--- src/core/dma_burst_map.vh ---
// Register offsets, field positions and codes for the DMA channel engine.
// Assumes inclusion by bare name from the engine source file.
`ifndef DMA_BURST_MAP_VH
`define DMA_BURST_MAP_VH

// ********************
// Register offsets (byte addresses)
// ********************
`define REG_CS      8'h00
`define REG_TI      8'h04
`define REG_SRC     8'h08
`define REG_DST     8'h0c
`define REG_LEN     8'h10
`define REG_STRIDE  8'h14
`define REG_ROWS    8'h18
`define REG_DEBUG   8'h1c
`define REG_NEXT    8'h20
`define REG_HI      8'h24

// ********************
// Field positions
// ********************
`define CS_ACTIVE    0
`define CS_END       1
`define CS_INT       2
`define CS_ERROR     3
`define CS_ABORT     4
`define TI_SRC_DISC  0
`define TI_DST_DISC  1
`define TI_TWO_DIM   2
`define TI_PAIR_OFF  3
`define TI_WIDE      4
`define TI_REQ_LO    5
`define TI_REQ_HI    9
`define TI_BURST_LO  12
`define TI_BURST_HI  15
`define DBG_RD_ERR   0
`define DBG_FIFO_ERR 1
`define DBG_LAST_ERR 2
`define HI_PCIE_BIT  7
`define PAGE_TOP     2

// ********************
// Codes, masks and fixed figures
// ********************
`define RESP_OKAY     2'h0
`define RESP_SLVERR   2'h2
`define SIZE_NARROW   3'h2
`define SIZE_WIDE     3'h4
`define TI_LITE_KEEP  16'hfff8
`define LEN_LITE_MAX  32'h0001_0000
`define LEN_FULL_MASK 32'h3fff_ffff
`define PCIE_CHANNEL  11
`define FIFO_CH_A     0
`define FIFO_CH_B     15

`endif

--- src/core/dma_burst_error_variants.v ---
// One DMA channel engine: register slave, AXI read/write master, read buffer.
// Assumes one clock, AXI4-Lite register access, AXI memory side at 128 bits.
//
// Design decisions made here: the AXI4-Lite slave port and the register addresses.
`include "dma_burst_map.vh"
`timescale 1ns/1ps
`default_nettype none

module dma_burst_error_variants #(
  parameter LITE      = 0,
  parameter WIDE_ADDR = 0,
  parameter CHANNEL   = 0,
  parameter BUF_FULL  = 8,
  parameter BUF_LITE  = 4
) (
  // Clock and reset
  input  wire         clk,
  input  wire         srst,
  // Register slave
  input  wire [7:0]   s_axi_awaddr,
  input  wire         s_axi_awvalid,
  output wire         s_axi_awready,
  input  wire [31:0]  s_axi_wdata,
  input  wire [3:0]   s_axi_wstrb,
  input  wire         s_axi_wvalid,
  output wire         s_axi_wready,
  output reg  [1:0]   s_axi_bresp,
  output reg          s_axi_bvalid,
  input  wire         s_axi_bready,
  input  wire [7:0]   s_axi_araddr,
  input  wire         s_axi_arvalid,
  output wire         s_axi_arready,
  output reg  [31:0]  s_axi_rdata,
  output reg  [1:0]   s_axi_rresp,
  output reg          s_axi_rvalid,
  input  wire         s_axi_rready,
  // Memory read master
  output reg  [39:0]  m_araddr,
  output reg  [3:0]   m_arlen,
  output reg  [2:0]   m_arsize,
  output reg          m_arvalid,
  input  wire         m_arready,
  input  wire [127:0] m_rdata,
  input  wire [1:0]   m_rresp,
  input  wire         m_rlast,
  input  wire         m_rvalid,
  output wire         m_rready,
  // Memory write master
  output reg  [39:0]  m_awaddr,
  output reg  [3:0]   m_awlen,
  output reg  [2:0]   m_awsize,
  output reg          m_awvalid,
  input  wire         m_awready,
  output wire [127:0] m_wdata,
  output wire [15:0]  m_wstrb,
  output wire         m_wlast,
  output wire         m_wvalid,
  input  wire         m_wready,
  input  wire [1:0]   m_bresp,
  input  wire         m_bvalid,
  output wire         m_bready,
  // Pacing and side signals
  input  wire [31:0]  transfer_request_line,
  input  wire [31:0]  transfer_request_alt,
  input  wire [31:0]  request_line_mux_select,
  input  wire         ext_fifo_error,
  output wire         irq,
  output reg          pcie_path_sel
);

  localparam [0:0] IS_LITE  = (LITE != 0);
  localparam [0:0] IS_WIDE  = (WIDE_ADDR != 0);
  localparam [0:0] HAS_FIFO = (CHANNEL == `FIFO_CH_A) || (CHANNEL == `FIFO_CH_B);
  localparam [3:0] CAP      = IS_LITE ? BUF_LITE[3:0] : BUF_FULL[3:0];
  localparam [2:0] R_IDLE = 3'h1, R_ADDR = 3'h2, R_DATA = 3'h4;
  localparam [3:0] W_IDLE = 4'h1, W_ADDR = 4'h2, W_DATA = 4'h4, W_RESP = 4'h8;

  // Length cut to the variant's field
  function [31:0] len_cut(input [31:0] v);
    begin
      if (IS_LITE)
        len_cut = (v[15:0] == 16'h0000) ? `LEN_LITE_MAX : {16'h0000, v[15:0]};
      else
        len_cut = v & `LEN_FULL_MASK;
    end
  endfunction

  // ********************
  // Register slave
  // ********************
  reg        aw_have_q, w_have_q;
  reg [7:0]  wa_q;
  reg [31:0] wd_q;
  reg [3:0]  ws_q;
  wire       reg_we = aw_have_q & w_have_q & ~s_axi_bvalid;
  wire [31:0] wm  = {{8{ws_q[3]}}, {8{ws_q[2]}}, {8{ws_q[1]}}, {8{ws_q[0]}}};
  wire [31:0] wdm = wd_q & wm;
  wire       mapped_w = (wa_q <= `REG_HI) & (wa_q[1:0] == 2'b00);
  wire       mapped_r = (s_axi_araddr <= `REG_HI) & (s_axi_araddr[1:0] == 2'b00);
  reg [31:0] rd_mux;

  assign s_axi_awready = ~aw_have_q & ~s_axi_bvalid;
  assign s_axi_wready  = ~w_have_q & ~s_axi_bvalid;
  assign s_axi_arready = ~s_axi_rvalid;

  function [31:0] merge(input [31:0] old, input [31:0] nw, input [31:0] m);
    begin
      merge = (old & ~m) | (nw & m);
    end
  endfunction

  always @(posedge clk) begin
    if (srst) begin
      aw_have_q    <= 1'b0;
      w_have_q     <= 1'b0;
      wa_q         <= 8'h00;
      wd_q         <= 32'h0000_0000;
      ws_q         <= 4'h0;
      s_axi_bvalid <= 1'b0;
      s_axi_bresp  <= `RESP_OKAY;
      s_axi_rvalid <= 1'b0;
      s_axi_rdata  <= 32'h0000_0000;
      s_axi_rresp  <= `RESP_OKAY;
    end else begin
      if (s_axi_awvalid & s_axi_awready) begin
        aw_have_q <= 1'b1;
        wa_q      <= s_axi_awaddr;
      end
      if (s_axi_wvalid & s_axi_wready) begin
        w_have_q <= 1'b1;
        wd_q     <= s_axi_wdata;
        ws_q     <= s_axi_wstrb;
      end
      if (reg_we) begin
        aw_have_q    <= 1'b0;
        w_have_q     <= 1'b0;
        s_axi_bvalid <= 1'b1;
        s_axi_bresp  <= mapped_w ? `RESP_OKAY : `RESP_SLVERR;
      end else if (s_axi_bready)
        s_axi_bvalid <= 1'b0;
      if (s_axi_arvalid & s_axi_arready) begin
        s_axi_rvalid <= 1'b1;
        s_axi_rdata  <= mapped_r ? rd_mux : 32'h0000_0000;
        s_axi_rresp  <= mapped_r ? `RESP_OKAY : `RESP_SLVERR;
      end else if (s_axi_rready)
        s_axi_rvalid <= 1'b0;
    end
  end

  // ********************
  // Engine state and derived controls
  // ********************
  reg        active_q, end_q, int_q, rd_err_q, fifo_err_q, last_err_q, drain_q;
  reg [15:0] ti_q, rows_q, rows_left_q;
  reg [31:0] src_q, dst_q, len_q, stride_q, next_q;
  reg [15:0] hi_q;
  reg [31:0] rd_addr_q, wr_addr_q, rd_left_q, wr_left_q;
  reg [2:0]  r_st_q;
  reg [3:0]  w_st_q, cnt_q;
  reg [4:0]  r_beats_q, r_cnt_q, w_beats_q, w_cnt_q;
  reg [31:0] buf_q [0:BUF_FULL-1];
  reg [4:0]  rd_n, wr_n;

  // Lite drops discard and 2D modes
  wire src_disc = ti_q[`TI_SRC_DISC] & ~IS_LITE;
  wire dst_disc = ti_q[`TI_DST_DISC] & ~IS_LITE;
  wire two_dim  = ti_q[`TI_TWO_DIM] & ~IS_LITE;
  wire wide     = ti_q[`TI_WIDE];
  wire [3:0] bw = wide ? 4'h4 : 4'h1;
  wire [4:0] burst_n = {1'b0, ti_q[`TI_BURST_HI:`TI_BURST_LO]} + 5'h01;
  wire [29:0] rd_avail = wide ? {2'b00, rd_left_q[31:4]} : rd_left_q[31:2];
  wire [29:0] wr_avail = wide ? {2'b00, wr_left_q[31:4]} : wr_left_q[31:2];
  wire [3:0]  buf_beats = wide ? {2'b00, cnt_q[3:2]} : cnt_q;

  // Request line selection, line 0 forced high
  wire [31:0] lines = ((request_line_mux_select & transfer_request_alt) |
                      (~request_line_mux_select & transfer_request_line)) | 32'h0000_0001;
  wire req_ok = lines[ti_q[`TI_REQ_HI:`TI_REQ_LO]];

  // Only the wide-address variant reads while writing
  wire r_go = r_st_q[0] & active_q & ~src_disc & (rd_left_q != 32'h0000_0000) &
              req_ok & (IS_WIDE | w_st_q[0]);
  // Hold a lone wide beat while its partner is coming
  wire pair_want = ~IS_WIDE & ~ti_q[`TI_PAIR_OFF] & wide & (CAP >= 4'h8) &
                   (wr_avail >= 30'h0000_0002);
  wire w_go = w_st_q[0] & active_q & ~dst_disc & (wr_left_q != 32'h0000_0000) &
              (src_disc | ((buf_beats != 4'h0) & ~(pair_want & (buf_beats < 4'h2))));

  always @* begin
    rd_n = (rd_avail < {25'h000_0000, burst_n}) ? rd_avail[4:0] : burst_n;
    // Narrow burst limited to what the buffer holds
    if (~wide & ~dst_disc & (rd_n > {1'b0, CAP}))
      rd_n = {1'b0, CAP};
    // Bursts only for zero fill, pairs, or the decoupled variant
    if (src_disc)
      wr_n = (wr_avail < {25'h000_0000, burst_n}) ? wr_avail[4:0] : burst_n;
    else if (IS_WIDE)
      wr_n = (wr_avail < {26'h000_0000, buf_beats}) ? wr_avail[4:0] : {1'b0, buf_beats};
    else
      wr_n = pair_want ? 5'h02 : 5'h01;
  end

  // Stall on a full buffer, never while draining
  assign m_rready = r_st_q[2] & (drain_q | dst_disc | (({1'b0, cnt_q} + {1'b0, bw}) <= {1'b0, CAP}));
  wire r_fire   = m_rvalid & m_rready;
  wire r_last   = (r_cnt_q == r_beats_q - 5'h01);
  wire r_bad    = r_fire & m_rresp[1];
  wire w_fire   = m_wvalid & m_wready;
  wire fill     = r_fire & ~drain_q & ~dst_disc & ~m_rresp[1];
  wire drain    = w_fire & ~src_disc;
  wire idle_all = r_st_q[0] & w_st_q[0] & ~m_arvalid & (cnt_q == 4'h0) &
                  (rd_left_q == 32'h0000_0000) & (dst_disc | (wr_left_q == 32'h0000_0000));
  wire row_next = two_dim & (rows_left_q != 16'h0000);
  wire done     = active_q & idle_all & ~row_next;
  wire row_step = active_q & idle_all & row_next;
  wire cs_we    = reg_we & (wa_q == `REG_CS);
  wire dbg_we   = reg_we & (wa_q == `REG_DEBUG);
  wire [39:0] rd_full = IS_WIDE ? {hi_q[7:0], rd_addr_q} : {5'h00, hi_q[`PAGE_TOP:0], rd_addr_q};
  wire [39:0] wr_full = IS_WIDE ? {hi_q[15:8], wr_addr_q} :
                                  {5'h00, hi_q[8+`PAGE_TOP:8], wr_addr_q};

  // Error bit follows the three flags
  wire err_any = rd_err_q | fifo_err_q | last_err_q;
  assign irq = int_q;

  // Zero data and zero strobes in source-discard mode
  assign m_wvalid = w_st_q[2];
  assign m_wlast  = w_st_q[2] & (w_cnt_q == w_beats_q - 5'h01);
  assign m_bready = w_st_q[3];
  assign m_wdata  = src_disc ? 128'h0 : wide ? {buf_q[3], buf_q[2], buf_q[1], buf_q[0]} :
                    {4{buf_q[0]}};
  assign m_wstrb  = src_disc ? 16'h0000 : wide ? 16'hffff :
                    (16'h000f << {wr_addr_q[3:2], 2'b00});

  always @* begin
    rd_mux = 32'h0000_0000;
    case (s_axi_araddr)
      `REG_CS: begin
        rd_mux[`CS_ACTIVE] = active_q;
        rd_mux[`CS_END]    = end_q;
        rd_mux[`CS_INT]    = int_q;
        rd_mux[`CS_ERROR]  = err_any;
      end
      `REG_TI:     rd_mux = {16'h0000, ti_q};
      `REG_SRC:    rd_mux = src_q;
      `REG_DST:    rd_mux = dst_q;
      `REG_LEN:    rd_mux = len_q;
      `REG_STRIDE: rd_mux = stride_q;
      `REG_ROWS:   rd_mux = {16'h0000, rows_q};
      `REG_DEBUG: begin
        rd_mux[`DBG_RD_ERR]   = rd_err_q;
        rd_mux[`DBG_FIFO_ERR] = fifo_err_q;
        rd_mux[`DBG_LAST_ERR] = last_err_q;
      end
      `REG_NEXT:   rd_mux = next_q;
      `REG_HI:     rd_mux = {16'h0000, hi_q};
      default:     rd_mux = 32'h0000_0000;
    endcase
  end

  // ********************
  // Read buffer
  // ********************
  integer i;
  always @(posedge clk) begin
    if (srst || (reg_we && wa_q == `REG_LEN)) begin
      cnt_q <= 4'h0;
      for (i = 0; i < BUF_FULL; i = i + 1)
        buf_q[i] <= 32'h0000_0000;
    end else begin
      for (i = 0; i < BUF_FULL; i = i + 1) begin
        if (drain)
          buf_q[i] <= (i + bw < BUF_FULL) ? buf_q[i + bw] : 32'h0000_0000;
        if (fill && i >= cnt_q - (drain ? bw : 4'h0) &&
            i < cnt_q - (drain ? bw : 4'h0) + bw)
          buf_q[i] <= m_rdata[32 * (i - (cnt_q - (drain ? bw : 4'h0))) +: 32];
      end
      cnt_q <= cnt_q + (fill ? bw : 4'h0) - (drain ? bw : 4'h0);
    end
  end

  // ********************
  // Registers, read and write sequencing, flags
  // ********************
  always @(posedge clk) begin
    if (srst) begin
      active_q <= 1'b0; end_q <= 1'b0; int_q <= 1'b0; drain_q <= 1'b0;
      rd_err_q <= 1'b0; fifo_err_q <= 1'b0; last_err_q <= 1'b0;
      ti_q <= 16'h0000; rows_q <= 16'h0000; rows_left_q <= 16'h0000; hi_q <= 16'h0000;
      src_q <= 32'h0000_0000; dst_q <= 32'h0000_0000; len_q <= 32'h0000_0000;
      stride_q <= 32'h0000_0000; next_q <= 32'h0000_0000;
      rd_addr_q <= 32'h0000_0000; wr_addr_q <= 32'h0000_0000;
      rd_left_q <= 32'h0000_0000; wr_left_q <= 32'h0000_0000;
      r_st_q <= R_IDLE; w_st_q <= W_IDLE;
      r_beats_q <= 5'h00; r_cnt_q <= 5'h00; w_beats_q <= 5'h00; w_cnt_q <= 5'h00;
      m_araddr <= 40'h00_0000_0000; m_arlen <= 4'h0; m_arsize <= `SIZE_NARROW;
      m_arvalid <= 1'b0;
      m_awaddr <= 40'h00_0000_0000; m_awlen <= 4'h0; m_awsize <= `SIZE_NARROW;
      m_awvalid <= 1'b0; pcie_path_sel <= 1'b0;
    end else begin
      // PCIe path only on channel 11
      pcie_path_sel <= (CHANNEL == `PCIE_CHANNEL) &
                       (hi_q[`HI_PCIE_BIT] | hi_q[8+`HI_PCIE_BIT]);
      if (reg_we) begin
        case (wa_q)
          `REG_CS: begin
            if (ws_q[0])
              active_q <= wd_q[`CS_ACTIVE];
            // Abort ends the transfer at the next idle point
            if (wdm[`CS_ABORT]) begin
              rd_left_q   <= 32'h0000_0000;
              wr_left_q   <= 32'h0000_0000;
              rows_left_q <= 16'h0000;
            end
          end
          `REG_TI:     ti_q <= ((ti_q & ~wm[15:0]) | (wd_q[15:0] & wm[15:0])) &
                               (IS_LITE ? `TI_LITE_KEEP : 16'hffff);
          `REG_SRC:    src_q <= merge(src_q, wd_q, wm);
          `REG_DST:    dst_q <= merge(dst_q, wd_q, wm);
          `REG_LEN: begin
            len_q       <= merge(len_q, wd_q, wm) & (IS_LITE ? 32'h0000_ffff : `LEN_FULL_MASK);
            rd_addr_q   <= src_q;
            wr_addr_q   <= dst_q;
            rd_left_q   <= src_disc ? 32'h0000_0000 : len_cut(merge(len_q, wd_q, wm));
            wr_left_q   <= len_cut(merge(len_q, wd_q, wm));
            rows_left_q <= rows_q;
          end
          // Two-dimensional settings ignored on the lite engine
          `REG_STRIDE: stride_q <= IS_LITE ? 32'h0000_0000 : merge(stride_q, wd_q, wm);
          `REG_ROWS:   rows_q <= IS_LITE ? 16'h0000 : (rows_q & ~wm[15:0]) | (wd_q[15:0] & wm[15:0]);
          `REG_NEXT:   next_q <= merge(next_q, wd_q, wm);
          `REG_HI:     hi_q <= (hi_q & ~wm[15:0]) | (wd_q[15:0] & wm[15:0]);
          default: ;
        endcase
      end
      if (row_step) begin
        rd_addr_q   <= rd_addr_q + {{16{stride_q[15]}}, stride_q[15:0]};
        wr_addr_q   <= wr_addr_q + {{16{stride_q[31]}}, stride_q[31:16]};
        rd_left_q   <= src_disc ? 32'h0000_0000 : len_cut(len_q);
        wr_left_q   <= len_cut(len_q);
        rows_left_q <= rows_left_q - 16'h0001;
      end
      // Launch only after sampling the request line high
      if (r_go) begin
        m_araddr  <= rd_full;
        m_arlen   <= rd_n[3:0] - 4'h1;
        m_arsize  <= wide ? `SIZE_WIDE : `SIZE_NARROW;
        m_arvalid <= 1'b1;
        r_beats_q <= rd_n;
        r_cnt_q   <= 5'h00;
        rd_addr_q <= rd_addr_q + (wide ? {23'h00_0000, rd_n, 4'h0} : {25'h000_0000, rd_n, 2'h0});
        rd_left_q <= rd_left_q - (wide ? {23'h00_0000, rd_n, 4'h0} : {25'h000_0000, rd_n, 2'h0});
        r_st_q    <= R_ADDR;
      end
      if (r_st_q[1] && m_arready) begin
        m_arvalid <= 1'b0;
        r_st_q    <= R_DATA;
      end
      if (r_fire) begin
        r_cnt_q <= r_cnt_q + 5'h01;
        // Failed burst runs out with data dropped
        if (m_rresp[1])
          drain_q <= 1'b1;
        if (r_last) begin
          drain_q <= 1'b0;
          r_st_q  <= R_IDLE;
        end
      end
      if (w_go) begin
        m_awaddr  <= wr_full;
        m_awlen   <= wr_n[3:0] - 4'h1;
        m_awsize  <= wide ? `SIZE_WIDE : `SIZE_NARROW;
        m_awvalid <= 1'b1;
        w_beats_q <= wr_n;
        w_cnt_q   <= 5'h00;
        w_st_q    <= W_ADDR;
      end
      if (w_st_q[1] && m_awready) begin
        m_awvalid <= 1'b0;
        w_st_q    <= W_DATA;
      end
      if (w_fire) begin
        w_cnt_q   <= w_cnt_q + 5'h01;
        wr_addr_q <= wr_addr_q + (wide ? 32'h0000_0010 : 32'h0000_0004);
        wr_left_q <= wr_left_q - (wide ? 32'h0000_0010 : 32'h0000_0004);
        if (m_wlast)
          w_st_q <= W_RESP;
      end
      if (w_st_q[3] && m_bvalid)
        w_st_q <= W_IDLE;
      // Read error or completion stops the channel and interrupts
      if (r_bad || done)
        active_q <= 1'b0;
      end_q <= done | (end_q & ~(cs_we & wdm[`CS_END]));
      int_q <= r_bad | done | (int_q & ~(cs_we & wdm[`CS_INT]));
      // Sticky error, cleared only by writing one
      rd_err_q <= r_bad | (rd_err_q & ~(dbg_we & wdm[`DBG_RD_ERR]));
      // External FIFO error on fitted channels only
      fifo_err_q <= (HAS_FIFO & ext_fifo_error) |
                    (fifo_err_q & ~(dbg_we & wdm[`DBG_FIFO_ERR]));
      last_err_q <= (r_fire & r_last & ~m_rlast) |
                    (last_err_q & ~(dbg_we & wdm[`DBG_LAST_ERR]));
    end
  end

endmodule

`default_nettype wire

--- config.mk ---
export PLATFORM = sky130hd
export DESIGN_NAME = dma_burst_error_variants
export DESIGN_NICKNAME = d
export VERILOG_FILES = /design/src/core/dma_burst_error_variants.v
export VERILOG_INCLUDE_DIRS = /design/src /design/src/core
export SDC_FILE = /design/constraint.sdc
export NUM_CORES = 2
export LEC_CHECK = 0
export ABC_AREA = 1
export BUFFER_PORTS_ARGS = -buffer_cell sky130_fd_sc_hd__buf_2
export CELL_PAD_IN_SITES_DETAIL_PLACEMENT = 2
export CELL_PAD_IN_SITES_GLOBAL_PLACEMENT = 2
export CORE_UTILIZATION = 29
export DETAILED_ROUTE_END_ITERATION = 6
export PLACE_DENSITY_LB_ADDON = 0.1
export SLEW_MARGIN = 0
export SYNTH_ARGS = -nofsm -noshare
export SYNTH_HDL_FRONTEND = slang
export SYNTH_SLANG_ARGS = --single-unit
--- constraint.sdc ---
create_clock -name clk -period 8.5 [get_ports clk]
set_input_delay 0.85 -clock clk [delete_from_list [all_inputs] [get_ports clk]]
set_output_delay 0.85 -clock clk [all_outputs]
set_load 0.02 [all_outputs]
==> results_dict.tcl <==
set metrics [dict create \
    core_um2 182000 \
    dp_hpwl_um 209000 \
    cts-htree-levels 3 \
    synthTopCellsByArea "dfxtp_1 (21%), edfxtp_1 (14%), nand2_1 (13%)" \
    cts.sinks 810 \
    drt-initial-drc-count 3769 \
    r2r_end "buf_q[0][3]$_SDFFCE_PN0P_" \
    cts_tree "built" \
    min_path_type "input port to flip-flop" \
    cts_buffers 104 \
    crit_path_end_kind "flip-flop" \
    clk_latency_ps 760 \
    num_rows 156 \
    ctsResizeCount 0 \
    clk_root_buffer_cell "clkbuf_16" \
    switching_power_w 0.00289 \
    clock.fmax_ghz 0.155 \
    holdPathEnd "s_axi_bvalid$_SDFFE_PP0P_" \
    netSwitchingFraction_pct 29.2 \
    drc 0 \
    io_buffers 559 \
    synth_area_per_cell_um2 6.75 \
    grt-ovfl-total 0 \
    yosys_register_bits 810 \
    fin_skew_ps 33.7 \
    hold_depth 2 \
    die_width_um 430 \
    grt_pass1_vias 60027 \
    dieHeight_um 430 \
    synth_cell_types 73 \
    power.density_nw_per_um2 162 \
    grt_max_degree 123 \
    post_drt_via_cell_ratio 5.45 \
    antenna_found_initial 19 \
    reg2reg_slack_ps 2040 \
    worstRegToRegCells 25 \
    pre_cts_ws_ps 1650 \
    syn-cell-area_um2 53200 \
    initial_utilization_pct 29.3 \
    clk_pin_slew_ps 60 \
    tightest_slew_ps 1370 \
    arrival_ps 6900 \
    synthFlopType "dfxtp_1" \
    syn_to_final_growth_pct 14.7 \
    p_leak_nw 26.7 \
    comb_power_share_pct 11.9 \
    final_net_count 8601 \
    critPathTopFamily "simple AND/OR/NAND/NOR gates" \
    crit_buf_inv 7 \
    cp_common_cell "nand2_1" \
    ant_nets 0 \
    holdCritStartpoint "s_axi_bready" \
    seqPwrFrac_pct 42.0 \
    die_area_um2 185000 \
    status "completed" \
    yosysSeqAreaShare_pct 35.3 \
    slew_viol_final 0 \
    ir_worst_vdd_mv 0.166 \
    finalSetupViolations 0 \
    grt.total_usage_pct 29.4 \
    tns_ps 0 \
    worstPathRequired_ps 8940 \
    power.share.clock_pct 46.1 \
    crit_type "flip-flop to flip-flop" \
    cts_setup_buffers 0 \
    intPower_w 0.00701 \
    layout_setup_ws_ps 2040 \
    rsz0062_at_grt "false" \
    async_flop_share_pct 0 \
    vias 57993 \
    post-route-period-util_pct 76.0 \
    yosysWarnings 0 \
    synth-edff-count 256 \
    syn_inst 7884 \
    drive_gt1_share_pct 11.9 \
    min_period_ps 6460 \
    grt_pass1_wl_um 408000 \
    yosysTopAreaCell "dfxtp_1" \
    slew-limit-headroom_pct 7.89 \
    finalWeightedCongestion 0.891 \
    maxCapViolCount 0 \
    clockBufferDepth 3 \
    finalWirelength_um 281000 \
    critPathMaxStageDelay_ps 730 \
    cpMaxStageDelayCell "dfxtp_4" \
    firstDrtPassIters 5 \
    crit_fanout 63 \
    wl_per_cell_um 26.4 \
    synth.top_cell.area_share_pct 20.8 \
    io_pins 581 \
    finalHoldViolations 0 \
    worstSetupStartpointType "flip-flop" \
    ctsHoldBuffers 0 \
]
worst max path at each step:
stage	slack, ps	to	from	cells after the start
after floorplan	2800	buf_q[5][0]$_DFFE_PP_	m_wready	27
after global placement	1610	buf_q[0][4]$_SDFFCE_PN0P_	m_wready	28
after detailed placement	1650	buf_q[0][4]$_SDFFCE_PN0P_	m_wready	28
after CTS	2010	buf_q[0][3]$_SDFFCE_PN0P_	flip-flop	25
after global routing	1540	buf_q[0][3]$_SDFFCE_PN0P_	flip-flop	25
final	2040	buf_q[0][3]$_SDFFCE_PN0P_	flip-flop	25
power groups by stage:
stage          sequential (W)  clock, W  combinational [W]
3_5_place_dp          0.00424         0            0.00117
5_1_grt               0.00416   0.00480            0.00130
3_3_place_gp          0.00423         0            0.00114
4_1_cts               0.00415   0.00465            0.00118
2_1_floorplan         0.00419         0           0.000706
6_report              0.00416   0.00456            0.00118
cell usage after synthesis (71+ instances only):
master and count:
o21ai_1 123, a21oi_1 673, nand3_1 327, inv_1 791, edfxtp_1 256, a31oi_1 78, clkbuf_1 287, nand2_1 1784
o21ai_0 870, xor2_1 75, dfxtp_1 554, nor2_1 841, mux2i_1 71, o22ai_1 161, buf_2 91, nor3_1 104
ha_1 127
placed cells by master (no fill, tap or decap), types with 39 or more instances in the layout:
master     Yosys  layout
nand2_1     1784    1775
o21ai_0      870     870
nor2_1       841     839
inv_1        791     790
a21oi_1      673     673
buf_2         91     558
dfxtp_1      554     552
nand3_1      327     327
edfxtp_1     256     256
o22ai_1      161     161
ha_1         127     124
o21ai_1      123     123
clkbuf_16      0     106
nor3_1       104     104
buf_4         48     101
a31oi_1       78      78
xor2_1        75      75
mux2i_1       71      71
nand4_1       66      66
xnor2_1       46      46
o31ai_1       43      43
o211ai_1      40      40
a211oi_1      39      39
o221ai_1      39      39
per-layer routing:
layer	vias to the layer above	wire length, um	track usage [%]
met1	29217	122000	37.7
met5	-	12	0
met2	1427	133000	49.7
met3	390	11700	2.73
met4	2	14200	13.9
li1	26957	-	-
kinds of logic (layout without fill, tap and decap cells):
family,Yosys count,in the layout,share of synthesized area [%]
flip-flops,810,810,35.3
AO/OA/AOI/OAI,2173,2173,22.5
buffers and inverters,1332,1695,10.3
AND/OR/NAND/NOR,3241,3241,25.2
XOR/XNOR,123,123,2.05
multiplexers,71,71,1.34
adder cells (fa/ha/maj),133,133,3.21
other,1,22,0.00705
metrics by stage:
step | hold slack (ps) | instances | util [%] | total power [W] | cell area [um2]
final | 301 | 10638 | 33.6 | 0.00989 | 61000
after global routing | 308 | 10635 | 33.6 | 0.0103 | 61000
after CTS | 242 | 10631 | 33.6 | 0.00999 | 61000
after detailed placement | 448 | 10438 | 31.7 | 0.00541 | 57600
after global placement | 433 | 10438 | 31.7 | 0.00538 | 57600
after floorplan | 425 | 7898 | - | 0.00490 | 53200
area by class of cell:
class                      count  area [um2]
timing repair buffer         663        3620
fill                       21940      121000
sequential                   810       18800
inverter                     839        3180
clock buffer                 157        3030
antenna                        7        17.5
clock inverter                36         364
tap                         2370        2970
multi-input combinational   5756       29100
Power figures use the tool's default switching activity.
